--- src/shared/sird_pkg.sv ---
// register map constants and types for the id, address and result bank
// assumes an external serial target engine supplies byte-wide accesses
// Contract
// threshold select 0h, 1h or 3h: shared byte is second-channel offset.
// threshold select 2h, angle off: shared byte is the z high limit.
// strap pin picks address 34h gnd, 35h supply, 36h clock, 37h data.
// host writes a 7-bit programmed address; the device keeps it.
// address register bit 0 picks strap or programmed address.
// version code reads in bits 3-2 of the id register; others read zero.
// fixed 16-bit maker code, low byte at 0eh, high byte at 0fh.
// temperature result per conversion; high 10h, low 11h, reset zero.
// x result updates per conversion; high at 12h, low at 13h, reset zero.
// y result updates per conversion; high at 14h, low at 15h, reset zero.
// all results are signed two's complement across high and low bytes.
// each result byte is 8 bits wide and read-only.
// writes to read-only registers change nothing and have no side effect.
package sird_pkg;
    localparam logic [7:0] SIRD_OFS_SHARED    = 8'h0b;
    localparam logic [7:0] SIRD_OFS_ADDR_CFG  = 8'h0c;
    localparam logic [7:0] SIRD_OFS_VERSION   = 8'h0d;
    localparam logic [7:0] SIRD_OFS_MAKER_LO  = 8'h0e;
    localparam logic [7:0] SIRD_OFS_MAKER_HI  = 8'h0f;
    localparam logic [7:0] SIRD_OFS_TEMP_HI   = 8'h10;
    localparam logic [7:0] SIRD_OFS_TEMP_LO   = 8'h11;
    localparam logic [7:0] SIRD_OFS_X_HI      = 8'h12;
    localparam logic [7:0] SIRD_OFS_X_LO      = 8'h13;
    localparam logic [7:0] SIRD_OFS_Y_HI      = 8'h14;
    localparam logic [7:0] SIRD_OFS_Y_LO      = 8'h15;
    localparam logic [7:0] SIRD_RST_SHARED    = 8'h00;
    localparam logic [7:0] SIRD_RST_ADDR_CFG  = 8'h00;
    localparam logic [15:0] SIRD_RST_RESULT   = 16'h0000;
    localparam int          SIRD_ADDR_SRC_BIT = 0;
    localparam int          SIRD_VER_LSB      = 2;
    // maker code value is arbitrary
    localparam logic [15:0] SIRD_MAKER_CODE   = 16'h5a3c;
    localparam logic [1:0]  SIRD_THR_Z_HIGH   = 2'h2;
    localparam logic [1:0]  SIRD_ANGLE_OFF    = 2'h0;
    localparam logic [6:0]  SIRD_ADDR_GND     = 7'h34;
    localparam logic [6:0]  SIRD_ADDR_VCC     = 7'h35;
    localparam logic [6:0]  SIRD_ADDR_SCL     = 7'h36;
    localparam logic [6:0]  SIRD_ADDR_SDA     = 7'h37;
    typedef enum logic [1:0] {
        SIRD_STRAP_GND = 2'b00,
        SIRD_STRAP_VCC = 2'b01,
        SIRD_STRAP_SCL = 2'b10,
        SIRD_STRAP_SDA = 2'b11
    } sird_strap_t;
    typedef enum logic [1:0] {
        SIRD_CH_TEMP = 2'b00,
        SIRD_CH_X    = 2'b01,
        SIRD_CH_Y    = 2'b10,
        SIRD_CH_NONE = 2'b11
    } sird_chan_t;
endpackage

--- src/rtl/sird_strap_sync.sv ---
// two-stage synchroniser for the address strap pins
// assumes strap pins are asynchronous to clk_i
`timescale 1ns/100ps
`default_nettype none
module sird_strap_sync (
    input  wire logic                  clk_i,
    input  wire logic                  reset_i,
    input  wire logic [1:0]            strap_i,
    output var  sird_pkg::sird_strap_t strap_o
);
    import sird_pkg::*;
    logic [1:0] meta;
    logic [1:0] stable;
    always_ff @(posedge clk_i) begin
        if (reset_i) begin
            meta   <= 2'h0;
            stable <= 2'h0;
        end else begin
            meta   <= strap_i;
            stable <= meta;
        end
    end
    assign strap_o = sird_strap_t'(stable);
endmodule // sird_strap_sync
`default_nettype wire

--- src/rtl/sird_result_reg.sv ---
// one 16-bit signed result held for byte reads
// assumes the conversion engine pulses load_i once per finished conversion
`timescale 1ns/100ps
`default_nettype none
module sird_result_reg (
    input  wire logic               clk_i,
    input  wire logic               reset_i,
    input  wire logic               load_i,
    input  wire logic signed [15:0] value_i,
    output logic signed [15:0]      value_o
);
    import sird_pkg::*;
    // no host write path exists, so writes can never disturb it
    always_ff @(posedge clk_i) begin
        if (reset_i)
            value_o <= SIRD_RST_RESULT;
        else if (load_i)
            value_o <= value_i;
    end
endmodule // sird_result_reg
`default_nettype wire

--- src/rtl/sird_regs.sv ---
// id, target address and result register bank of the magnetic sensor
// assumes a serial target engine issues one byte access per strobe
`timescale 1ns/100ps
`default_nettype none
module sird_regs (
    input  wire logic               clk_i,
    input  wire logic               reset_i,
    input  wire logic               wr_i,
    input  wire logic               rd_i,
    input  wire logic [7:0]         addr_i,
    input  wire logic [7:0]         wdata_i,
    output logic [7:0]              rdata_o,
    output logic                    rvalid_o,
    input  wire logic [1:0]         addr_strap_i,
    input  wire logic [1:0]         version_i,
    input  wire logic [1:0]         threshold_select_i,
    input  wire logic [1:0]         angle_enable_i,
    input  wire logic               result_load_i,
    input  wire sird_pkg::sird_chan_t result_chan_i,
    input  wire logic signed [15:0] result_value_i,
    output logic [6:0]              target_address_o,
    output logic [7:0]              second_offset_o,
    output logic                    second_offset_valid_o,
    output logic [7:0]              z_high_limit_o,
    output logic                    z_high_limit_valid_o
);
    import sird_pkg::*;

    logic [7:0]         second_offset_or_z_high_limit;
    logic [7:0]         target_address_config;
    logic [1:0]         version_code;
    logic               version_taken;
    sird_strap_t        strap;
    logic [6:0]         strap_address;
    logic [6:0]         next_target_address;
    logic               z_mode;
    logic [7:0]         next_rdata;
    logic signed [15:0] res [3];
    logic [2:0]         res_load;

    sird_strap_sync u_strap (
        .clk_i   (clk_i),
        .reset_i (reset_i),
        .strap_i (addr_strap_i),
        .strap_o (strap)
    );

    genvar gi;
    generate
        for (gi = 0; gi < 3; gi++) begin : g_res
            assign res_load[gi] = result_load_i
                && (result_chan_i == sird_chan_t'(gi));
            sird_result_reg u_res (
                .clk_i   (clk_i),
                .reset_i (reset_i),
                .load_i  (res_load[gi]),
                .value_i (result_value_i),
                .value_o (res[gi])
            );
        end
    endgenerate

    // byte selector used for both halves of every result
    function automatic logic [7:0] pick_byte(input logic [15:0] v,
                                             input logic hi);
        pick_byte = hi ? v[15:8] : v[7:0];
    endfunction

    // writable registers; all other offsets ignore writes
    always_ff @(posedge clk_i) begin
        if (reset_i) begin
            second_offset_or_z_high_limit <= SIRD_RST_SHARED;
            target_address_config         <= SIRD_RST_ADDR_CFG;
        end else if (wr_i) begin
            if (addr_i == SIRD_OFS_SHARED)
                second_offset_or_z_high_limit <= wdata_i;
            if (addr_i == SIRD_OFS_ADDR_CFG)
                target_address_config <= wdata_i;
        end
    end

    // version strap caught once after reset release, then fixed
    always_ff @(posedge clk_i) begin
        if (reset_i) begin
            version_code  <= 2'h0;
            version_taken <= 1'b0;
        end else if (!version_taken) begin
            version_code  <= version_i;
            version_taken <= 1'b1;
        end
    end

    always_comb begin
        unique case (strap)
            SIRD_STRAP_GND: strap_address = SIRD_ADDR_GND;
            SIRD_STRAP_VCC: strap_address = SIRD_ADDR_VCC;
            SIRD_STRAP_SCL: strap_address = SIRD_ADDR_SCL;
            SIRD_STRAP_SDA: strap_address = SIRD_ADDR_SDA;
        endcase
    end

    always_comb begin
        if (target_address_config[SIRD_ADDR_SRC_BIT])
            next_target_address = target_address_config[7:1];
        else
            next_target_address = strap_address;
    end

    // registered so a strap glitch never reaches the bus engine directly
    always_ff @(posedge clk_i) begin
        if (reset_i)
            target_address_o <= SIRD_ADDR_GND;
        else
            target_address_o <= next_target_address;
    end

    assign z_mode = (threshold_select_i == SIRD_THR_Z_HIGH)
                 && (angle_enable_i == SIRD_ANGLE_OFF);

    always_ff @(posedge clk_i) begin
        if (reset_i) begin
            second_offset_o       <= 8'h00;
            second_offset_valid_o <= 1'b0;
            z_high_limit_o        <= 8'h00;
            z_high_limit_valid_o  <= 1'b0;
        end else begin
            // threshold select 2h with angle on selects neither use
            second_offset_valid_o <= threshold_select_i
                != SIRD_THR_Z_HIGH;
            second_offset_o       <= second_offset_or_z_high_limit;
            z_high_limit_valid_o  <= z_mode;
            z_high_limit_o        <= second_offset_or_z_high_limit;
        end
    end

    always_comb begin
        next_rdata = 8'h00;
        unique case (addr_i)
            SIRD_OFS_SHARED:   next_rdata = second_offset_or_z_high_limit;
            SIRD_OFS_ADDR_CFG: next_rdata = target_address_config;
            SIRD_OFS_VERSION:
                next_rdata = {4'h0, version_code, 2'h0};
            SIRD_OFS_MAKER_LO: next_rdata = SIRD_MAKER_CODE[7:0];
            SIRD_OFS_MAKER_HI: next_rdata = SIRD_MAKER_CODE[15:8];
            SIRD_OFS_TEMP_HI:  next_rdata = pick_byte(res[0], 1'b1);
            SIRD_OFS_TEMP_LO:  next_rdata = pick_byte(res[0], 1'b0);
            SIRD_OFS_X_HI:     next_rdata = pick_byte(res[1], 1'b1);
            SIRD_OFS_X_LO:     next_rdata = pick_byte(res[1], 1'b0);
            SIRD_OFS_Y_HI:     next_rdata = pick_byte(res[2], 1'b1);
            SIRD_OFS_Y_LO:     next_rdata = pick_byte(res[2], 1'b0);
            default:           next_rdata = 8'h00;
        endcase
    end

    always_ff @(posedge clk_i) begin
        if (reset_i) begin
            rdata_o  <= 8'h00;
            rvalid_o <= 1'b0;
        end else begin
            rvalid_o <= rd_i;
            if (rd_i)
                rdata_o <= next_rdata;
        end
    end
endmodule // sird_regs
`default_nettype wire

--- config.mk ---
export PLATFORM = sky130hd
export DESIGN_NAME = sird_regs
export DESIGN_NICKNAME = d
export VERILOG_FILES = /design/src/shared/sird_pkg.sv /design/src/rtl/sird_strap_sync.sv /design/src/rtl/sird_result_reg.sv /design/src/rtl/sird_regs.sv
export SDC_FILE = /design/constraint.sdc
export NUM_CORES = 1
export LEC_CHECK = 0
export ABC_AREA = 0
export BUFFER_PORTS_ARGS = -buffer_cell sky130_fd_sc_hd__clkbuf_2
export CORE_ASPECT_RATIO = 0.9
export CORE_UTILIZATION = 49
export CTS_CLUSTER_SIZE = 40
export DETAILED_ROUTE_END_ITERATION = 7
export GPL_ROUTABILITY_DRIVEN = 0
export GPL_TIMING_DRIVEN = 0
export MAX_ROUTING_LAYER = met4
export PLACE_DENSITY = 0.72
export REMOVE_ABC_BUFFERS = 1
export SLEW_MARGIN = 5
export SYNTH_ARGS = -nofsm -noshare
export SYNTH_HDL_FRONTEND = slang
export SYNTH_SLANG_ARGS = --single-unit
--- constraint.sdc ---
create_clock -name clk_i -period 1.2 [get_ports clk_i]
set_input_delay 0 -clock clk_i [delete_from_list [all_inputs] [get_ports clk_i]]
set_output_delay 0 -clock clk_i [all_outputs]
set_load 0.02 [all_outputs]
==> results of run 1 <==
-- cell usage after synthesis (all sizes together), types with 2 or more instances --
| library cell | instances |
|---|---|
| a21oi | 75 |
| a22o | 4 |
| a22oi | 2 |
| a2bb2oi | 2 |
| a31oi | 3 |
| a32oi | 4 |
| and2 | 4 |
| and3b | 2 |
| buf | 18 |
| clkbuf | 20 |
| dfxtp | 97 |
| inv | 4 |
| mux2i | 13 |
| mux4 | 4 |
| nand2 | 130 |
| nand2b | 6 |
| nand3 | 21 |
| nand3b | 3 |
| nand4 | 2 |
| nor2 | 14 |
| nor2b | 18 |
| nor3 | 5 |
| nor4 | 6 |
| o21ai | 5 |
| or3 | 2 |
-- critical path: cells and delay by family (launching register included) --
kind	cells	cell delay, ps
AO/OA/AOI/OAI	2	300
flip-flops	1	330
multiplexers	1	490
AND/OR/NAND/NOR	1	100
-- metrics by stage --
| stage | std cells | instance area, um^2 | setup slack [ps] |
|---|---|---|---|
| 3_5_place_dp | 625 | 4480 | -693 |
| 6_report | 680 | 5190 | -134 |
| 3_3_place_gp | 624 | 4450 | -1400 |
| 4_1_cts | 678 | 5130 | -125 |
| 2_1_floorplan | 445 | 3930 | -126 |
| 5_1_grt | 680 | 5190 | -146 |
-- routing by layer --
metal / track usage [%] / up-vias / part of all wire [%]
met4: 8.41 / 0 / 1.0
li1: - / 1837 / -
met3: 5.39 / 14 / 6.9
met5: - / - / 0
met1: 29.5 / 1720 / 44
met2: 42.1 / 148 / 48
-- cells in the final DEF, fill, tap and decap left out, types with 3 or more instances in the layout --
cell type,instances
nand3_1,20
a21oi_1,65
dfxtp_1,91
o21ai_0,3
a31oi_1,3
and2_1,3
clkbuf_8,12
dlygate4sd3_1,33
nor2b_1,17
nand2_1,121
buf_4,5
clkinvlp_4,3
a21oi_2,10
nor3_1,4
clkbuf_2,77
nand2_2,9
dfxtp_2,6
bufinv_16,3
mux2i_1,13
mux4_2,4
nand3b_1,3
a32oi_1,3
nor4_1,5
nor2_1,11
inv_1,4
nand2b_1,6
nor2_4,3
-- sequential cells by signal, summed over array words and instances, names as in the netlist, 2 cells and up --
name / cells
z_high_limit_o: 8
u_strap.strap_o: 2
target_address_o: 7
u_strap.meta: 2
second_offset_or_z_high_limit: 8
target_address_config: 8
rdata_o: 8
g_res.u_res.value_o: 48
version_code: 2
-- power by group --
group	switching [mW]	internal, mW	total [mW]
clock network	1.12	1.45	2.56
logic	0.342	0.257	0.599
registers	0.0346	3.29	3.33
total	1.49	4.99	6.49
-- worst max-delay path by stage --
| stage | end | slack (ps) | cells past startpoint |
|---|---|---|---|
| floorplan | rdata_o[7] | -130 | 5 |
| global placement | rdata_o[7] | -1400 | 6 |
| detailed placement | second_offset_or_z_high_limit[3] | -690 | 6 |
| CTS | rdata_o[0] | -120 | 4 |
| global route | rdata_o[0] | -150 | 4 |
| finish | rdata_o[0] | -130 | 4 |
-- kinds of logic (layout without fill, tap and decap cells) --
family                 count (synthesis)  in the layout  share of synthesized area (%)
and+or+nand+nor                      219            219                           25.9
AOI/OAI and AO/OA                    107            107                           16.3
DFF                                   97             97                           47.0
buffers and inverters                 43            141                           5.54
muxes                                 17             17                           5.33
-- area by class of cell --
cell class | count | area (um^2) | share of cell area [%]
tap | 99 | 124 | 2.38
clock inverter | 6 | 114 | 2.19
inverter | 5 | 22.5 | 0.434
clock buffer | 10 | 138 | 2.65
timing repair buffer | 120 | 828 | 15.9
sequential | 97 | 1950 | 37.5
multi-input combinational | 343 | 2020 | 38.9
-- what timing repair did --
item | 4_1_cts | 5_1_grt
hold buffers | 34 | 0
gates resized for setup | 13 | 15
setup buffers | 3 | 2
endpoints found under the hold margin | 71 | 0
pin swaps | 9 | 9
setup endpoints to repair | 24 | 31
==> results.sh, run 1 <==
export IMPL_track_usage_pct=24.8
export IMPL_finalSetupViolCount=5
export IMPL_hold_end="rdata_o[3]"
export IMPL_ys_dominant_reg_cell="dfxtp_1"
export IMPL_relSlewSlack_pct=29.2
export IMPL_min_period_ps=1330
export IMPL_drc=0
export IMPL_clock_fmax_mhz=750
export IMPL_critPathArrivalTime_ps=1580
export IMPL_clock_skew_final_ps=6.51
export IMPL_netlist_cell_type_count=57
export IMPL_port_buffers=80
export IMPL_syn_avg_cell_area_um2=8.56
export IMPL_dp_hpwl_mm=6.65
export IMPL_cts_max_level=3
export IMPL_rsz0062_at_grt="true"
export IMPL_finalHoldViolCount=0
export IMPL_grt_max_degree=61
export IMPL_fin_nets=623
export IMPL_ant_nets=0
export IMPL_timing_final_crit_share_pct=111
export IMPL_reg2reg_from="g_res[1].u_res.value_o[0]"
export IMPL_cts_tree="built"
export IMPL_yosysWarnings=0
export IMPL_finalWirelength_mm=10.2
export IMPL_root_buffer="clkbuf_8"
export IMPL_async_reset_ff_share_pct=0
export IMPL_cts_max_path_buffers=2
export IMPL_syn_area_um2=4140
export IMPL_tightest_slew_ps=1060
export IMPL_initial_core_util_pct=51.0
export IMPL_drtIter0Drc=223
export IMPL_maxCapViolations=0
export IMPL_failed_checks="negative setup slack"
export IMPL_cp_end_kind="flip-flop"
export IMPL_power_density_nw_per_um2=1250
export IMPL_fill_cells=674
export IMPL_utilization_pct=64.1
export IMPL_r2r_end="rdata_o[0]"
export IMPL_worstSetupPathType="flip-flop to flip-flop"
export IMPL_die_w_um=98.8
export IMPL_synth_edf_count=0
export IMPL_hold_slack_ps=32.8
export IMPL_outcome="finished, violations left"
export IMPL_clk_latency_ps=360
export IMPL_ys_top_cells_by_area="dfxtp_1, nand2_1, a21oi_1"
export IMPL_path_clk_slew_ps=90
export IMPL_worstSetupStartpointType="flip-flop"
export IMPL_core_area_um2=8110
export IMPL_critPathMaxStageDelay_ps=490
export IMPL_ys_seq_area_share_pct=47.0
export IMPL_synth_cells=483
export IMPL_cp_slowest_cell="mux4_2"
export IMPL_fin_tns_setup_ps=-327
export IMPL_grt_pass1_wl_mm=16.3
export IMPL_area_delta_synth_final_pct=25.6
export IMPL_crit_chain="mux4_2 > a22o_4 > nor2_4 > o21ai_2"
export IMPL_synth_area_leader_cell="dfxtp_1"
export IMPL_vias_per_cell=5.47
export IMPL_cp_startpoint="g_res[1].u_res.value_o[0]"
export IMPL_grt_pass1_vias=3417
export IMPL_drt_first_pass_iters=5
export IMPL_die_y_um=89.2
export IMPL_die_area_um2=8810
export IMPL_r2r_slack_ps=-130
export IMPL_pin_count=81
export IMPL_worst_r2r_cell_count=4
export IMPL_p_total_mw=6.49
export IMPL_cts_buffers=9
export IMPL_timing_final_ws_setup_ps=-134
export IMPL_route_vias_total=3719
export IMPL_post_route_cells_drive_above_1_share_pct=25.8
export IMPL_crit_path_max_fanout=2
export IMPL_drv_slew=0
export IMPL_cp_data_required_time_ps=1450
export IMPL_hp_class="input port to flip-flop"
export IMPL_row_count=31
export IMPL_yosys_register_bits=97
export IMPL_synth_top_area_share_pct=47.0
export IMPL_antenna_found_initial=0
export IMPL_hold_path_cell_count=3
export IMPL_cts_sinks=97
export IMPL_vdd_drop_max_mv=0.779
export IMPL_min_from="rd_i"
export IMPL_leakagePower_nw=2.01
export IMPL_overflow=0
export IMPL_n_antenna_cell=0
export IMPL_wl_per_cell_um=15.0
No activity file was read; power rests on OpenSTA's default activity.
==> run 2: changes to the inputs <==
- MAX_ROUTING_LAYER: met4 -> default
==> run 2 against run 1 <==
The run still ends with negative setup slack left. Clock skew increased by 0.82 ps. Sequential share of layout area is essentially flat. Combinational power barely moved. Routed wire length up 0.34%. Critical endpoint unchanged. Largest power group unchanged.
==> results.sh, run 2 (synthesis gave the netlist of run 1 again) <==
export IMPL_critPathArrivalTime_ps=1600
export IMPL_ant_nets=0
export IMPL_die_y_um=89.2
export IMPL_final_common_cell="nand2_1"
export IMPL_cp_data_required_time_ps=1450
export IMPL_pin_count=81
export IMPL_clk_latency_ps=360
export IMPL_fin_nets=623
export IMPL_rsz0062_at_grt="true"
export IMPL_largest_register_ffs=48
export IMPL_initial_core_util_pct=51.0
export IMPL_clock_skew_final_ps=7.33
export IMPL_grt_util_met1_pct=29.1
export IMPL_overflow=0
export IMPL_grt_pass1_wl_mm=16.2
export IMPL_r2r_end="rdata_o[0]"
export IMPL_grt_util_met3_pct=5.55
export IMPL_hold_path_cell_count=3
export IMPL_leakagePower_nw=2.01
export IMPL_outcome="finished, violations left"
export IMPL_die_area_um2=8810
export IMPL_finalWirelength_mm=10.2
export IMPL_grt_busiest_layer="met2"
export IMPL_cts_max_path_buffers=2
export IMPL_route_vias_total=3692
export IMPL_drtIter0Drc=218
export IMPL_grt_pass1_vias=3424
export IMPL_dpl_cell_area_um2=4480
export IMPL_worstSetupPathType="flip-flop to flip-flop"
export IMPL_use_met2_pct=42.2
export IMPL_p_total_mw=6.48
export IMPL_utilization_pct=64.1
export IMPL_endpoint="rdata_o[0]"
export IMPL_finalHoldViolCount=0
export IMPL_crit_path_max_fanout=2
export IMPL_min_period_ps=1350
export IMPL_worstSetupStartpointType="flip-flop"
export IMPL_final_area_um2=5190
export IMPL_cts_buffers=9
export IMPL_n_antenna_cell=0
export IMPL_timing_final_crit_share_pct=112
export IMPL_hold_slack_ps=29.6
export IMPL_failed_checks="negative setup slack"
export IMPL_tightest_slew_ps=1060
export IMPL_drt_first_pass_iters=5
export IMPL_top_register="g_res.u_res.value_o"
export IMPL_relSlewSlack_pct=29.2
export IMPL_power_density_nw_per_um2=1250
export IMPL_row_count=31
export IMPL_worst_r2r_cell_count=4
export IMPL_layout_common_cells="nand2_1, dfxtp_1, clkbuf_2"
export IMPL_wl_per_cell_um=15.0
export IMPL_cp_end_kind="flip-flop"
export IMPL_cts_sinks=97
export IMPL_cts_max_level=3
export IMPL_finalSetupViolCount=5
export IMPL_root_buffer="clkbuf_8"
export IMPL_grt_max_degree=61
export IMPL_port_buffers=80
export IMPL_path_clk_slew_ps=90
export IMPL_vias_per_cell=5.43
export IMPL_dp_slack_ps=-693
export IMPL_r2r_slack_ps=-150
export IMPL_drc=0
export IMPL_cts_tree="built"
export IMPL_post_route_cells_drive_above_1_share_pct=25.8
export IMPL_track_usage_pct=23.9
export IMPL_die_w_um=98.8
export IMPL_dp_hpwl_mm=6.65
export IMPL_antenna_found_initial=0
export IMPL_drv_slew=0
export IMPL_vdd_drop_max_mv=0.783
export IMPL_area_delta_synth_final_pct=25.6
export IMPL_timing_final_ws_setup_ps=-150
export IMPL_cp_startpoint="g_res[1].u_res.value_o[0]"
export IMPL_core_area_um2=8110
export IMPL_maxCapViolations=0
export IMPL_reg2reg_from="g_res[1].u_res.value_o[0]"
export IMPL_hp_class="input port to flip-flop"
export IMPL_clock_fmax_mhz=741
[run 2: worst min path at each step]
stage                           from                  endpoint  slack [ps]
2_1_floorplan                reset_i             version_taken          60
3_3_place_gp   threshold_select_i[1]     second_offset_valid_o         190
3_5_place_dp   threshold_select_i[1]     second_offset_valid_o         190
4_1_cts                         wr_i  target_address_config[4]          10
5_1_grt                         rd_i                rdata_o[2]          30
6_report                        rd_i                rdata_o[3]          30
[run 2: metrics by stage]
| step | std cells | setup TNS [ps] |
|---|---|---|
| final | 680 | -338 |
| after global routing | 680 | -608 |
| after CTS | 678 | -363 |
| after detailed placement | 625 | -16590 |
| after global placement | 624 | -46550 |
| after floorplan | 445 | -213 |
[run 2: layout make-up]
class / count / area, um^2
inverters: 5 / 22.5
flip-flops and latches: 97 / 1950
fillers: 672 / 2910
clock buffers: 10 / 138
multi-input cells: 343 / 2020
well taps: 99 / 124
repair buffers: 120 / 828
clock inverters: 6 / 114
[run 2: repair_timing]
| action | 4_1_cts | 5_1_grt |
|---|---|---|
| buffers inserted | 3 | 2 |
| pin swaps | 9 | 9 |
| hold buffers | 34 | 0 |
| setup endpoints to repair | 24 | 31 |
| resized for setup | 13 | 14 |
| gates cloned | 0 | 0 |
| endpoints found under the hold margin | 71 | 0 |
[run 2: power by group]
group          total (mW)  switching [mW]  internal [mW]
logic               0.599           0.342          0.257
clock network        2.56            1.11           1.45
registers            3.33          0.0346           3.29
[run 2: critical path, cell delays in order, from the launching register on]
cell	delay, ps
dfxtp_2	330
mux4_2	500
a22o_4	260
nor2_4	100
o21ai_2	60
[run 2: layer usage]
layer | part of all wire [%] | up-vias
met5 | 0 | -
met4 | 1.5 | 0
met3 | 6.7 | 19
met2 | 47 | 142
met1 | 44 | 1695
li1 | - | 1836
==> run 3: changes to the inputs <==
- CORE_MARGIN: default -> 3
- CORE_UTILIZATION: 49 -> 50
- CTS_BUF_LIST: default -> sky130_fd_sc_hd__clkbuf_4 sky130_fd_sc_hd__clkbuf_8
- PLACE_DENSITY: 0.72 -> 0.73
==> run 3 against run 2 <==
The run still ends with negative setup slack left. Total power shrank 5.4%. Setup slack gained 65 ps. Critical path depth is the same. Routed wire length grew 2.1%. Sequential cell count is the same. Clock skew is essentially flat. Sequential share of layout area grew 0.31 points. First-iteration DRC count grew 8.3%. Sequential power is essentially flat. Cell area shrank 0.75%. Utilization grew 2.3 points. Largest cell class unchanged.
==> results.sh, run 3 (synthesis gave the netlist of run 1 again) <==
export IMPL_outcome="finished, violations left"
export IMPL_failed_checks="negative setup slack"
export IMPL_die_y_um=92.3
export IMPL_overflow=0
export IMPL_dp_hpwl_mm=7.07
export IMPL_fin_nets=626
export IMPL_cts_max_path_buffers=2
export IMPL_root_buffer="clkbuf_8"
export IMPL_endpoint="rdata_o[0]"
export IMPL_r2r_slack_ps=-90
export IMPL_final_cells=680
export IMPL_power_density_nw_per_um2=1190
export IMPL_timing_final_ws_setup_ps=-85.1
export IMPL_cp_num_buf_inv=0
export IMPL_grt_max_degree=49
export IMPL_row_count=30
export IMPL_cts_tree="built"
export IMPL_drtIter0Drc=236
export IMPL_drt_first_pass_iters=5
export IMPL_utilization_pct=66.3
export IMPL_sw_frac_of_total_pct=24.8
export IMPL_p_int_mw=4.61
export IMPL_clock_fmax_mhz=778
export IMPL_seqPwrFrac_pct=54.2
export IMPL_grt_pass1_wl_mm=16.5
export IMPL_crit_chain="mux4_2 > a22o_2 > nor2_1 > o21ai_1"
export IMPL_finalSetupViolCount=4
export IMPL_area_delta_synth_final_pct=24.7
export IMPL_vdd_drop_max_mv=0.863
export IMPL_ant_nets=0
export IMPL_leakagePower_nw=1.98
export IMPL_post_route_cells_drive_above_1_share_pct=25.2
export IMPL_largest_register_ffs=48
export IMPL_clk_latency_ps=370
export IMPL_pwr_share_comb_pct=9.9
export IMPL_regArea_um2=1950
export IMPL_drc=0
export IMPL_p_total_mw=6.13
export IMPL_core_area_um2=7770
export IMPL_cts_sinks=97
export IMPL_worstSetupStartpointType="flip-flop"
export IMPL_switching_power_mw=1.52
export IMPL_clkPwrFrac_pct=35.8
export IMPL_r2r_end="rdata_o[0]"
export IMPL_finalWirelength_mm=10.4
export IMPL_die_area_um2=9400
export IMPL_min_period_ps=1290
export IMPL_dp_slack_ps=-742
export IMPL_final_common_cell="nand2_1"
export IMPL_fill_cells=656
export IMPL_pin_count=81
export IMPL_crit_family="multiplexers"
export IMPL_hp_class="input port to flip-flop"
export IMPL_die_w_um=102
export IMPL_critPathMaxStageDelay_ps=480
export IMPL_fin_tns_setup_ps=-249
export IMPL_path_clk_slew_ps=90
export IMPL_place_inst=622
export IMPL_cts_buffers=9
export IMPL_relSlewSlack_pct=21.7
export IMPL_cp_slowest_cell="mux4_2"
export IMPL_path_depth=4
export IMPL_cp_data_required_time_ps=1440
export IMPL_hold_path_cell_count=3
export IMPL_crit_path_max_fanout=2
export IMPL_maxCapViolations=0
export IMPL_n_antenna_cell=0
export IMPL_port_buffers=80
export IMPL_clock_skew_final_ps=7.64
export IMPL_multiInputGateArea_um2=2010
export IMPL_vias_per_cell=5.51
export IMPL_top_register="g_res.u_res.value_o"
export IMPL_tightest_slew_ps=1170
export IMPL_reg2reg_from="g_res[1].u_res.value_o[0]"
export IMPL_cp_startpoint="g_res[1].u_res.value_o[0]"
export IMPL_timing_final_crit_share_pct=107
export IMPL_finalHoldViolCount=0
export IMPL_worstSetupPathType="flip-flop to flip-flop"
export IMPL_route_vias_total=3747
export IMPL_wl_per_cell_um=15.4
export IMPL_critPathArrivalTime_ps=1530
export IMPL_cts_max_level=3
export IMPL_worst_r2r_cell_count=4
export IMPL_antenna_found_initial=0
export IMPL_layout_common_cells="nand2_1, dfxtp_1, clkbuf_2"
export IMPL_grt_pass1_vias=3430
export IMPL_initial_core_util_pct=53.2
export IMPL_cp_end_kind="flip-flop"
export IMPL_track_usage_pct=22.2
export IMPL_drv_slew=0
export IMPL_rsz0062_at_grt="true"
run 3: per-layer routing:
| metal | routed length [um] | GRT usage (%) | vias up |
|---|---|---|---|
| li1 | - | - | 1845 |
| met4 | 185 | 6.56 | 0 |
| met3 | 675 | 5.55 | 16 |
| met5 | 0 | 0 | - |
| met2 | 5020 | 35.6 | 131 |
| met1 | 4560 | 29.5 | 1755 |
run 3: repair_timing:
action                                  in CTS  in global routing
hold endpoints to repair                    71                  7
endpoints found under the setup margin      22                 24
pin swaps                                    8                  8
hold buffers                                34                  5
resized for setup                           11                 13
buffers inserted                             0                  3
run 3: worst min path at each step:
stage	endpoint	start
6_report	rdata_o[3]	rd_i
5_1_grt	rdata_o[2]	rd_i
4_1_cts	target_address_config[5]	wr_i
3_5_place_dp	second_offset_valid_o	threshold_select_i[1]
3_3_place_gp	second_offset_valid_o	threshold_select_i[1]
2_1_floorplan	version_taken	reset_i
run 3: worst reg2reg max path: stages (launching register included):
cell and delay (ps):
dfxtp_1 320, mux4_2 480, a22o_2 220, nor2_1 80
o21ai_1 60
run 3: final cells by class:
cell class	count	share of cell area, %
Clock inverter	5	1.24
Clock buffer	11	2.82
Sequential cell	97	37.8
Timing Repair Buffer	123	16.5
Inverter	5	0.364
Tap cell	96	2.33
Multi-Input combinational cell	343	38.9
run 3: power groups by stage:
stage | Combinational (mW) | Sequential, mW | Clock, mW
after detailed placement | 0.484 | 3.40 | 0
final | 0.608 | 3.33 | 2.20
after CTS | 0.577 | 3.32 | 2.22
after floorplan | 0.203 | 3.40 | 0
after global placement | 0.465 | 3.40 | 0
after global routing | 0.667 | 3.33 | 2.34
run 3: metrics by stage:
step	area [um^2]	hold WS [ps]
floorplan	3930	56.5
global placement	4450	186
detailed placement	4470	193
CTS	5050	11.0
global route	5150	49.7
finish	5150	36.3
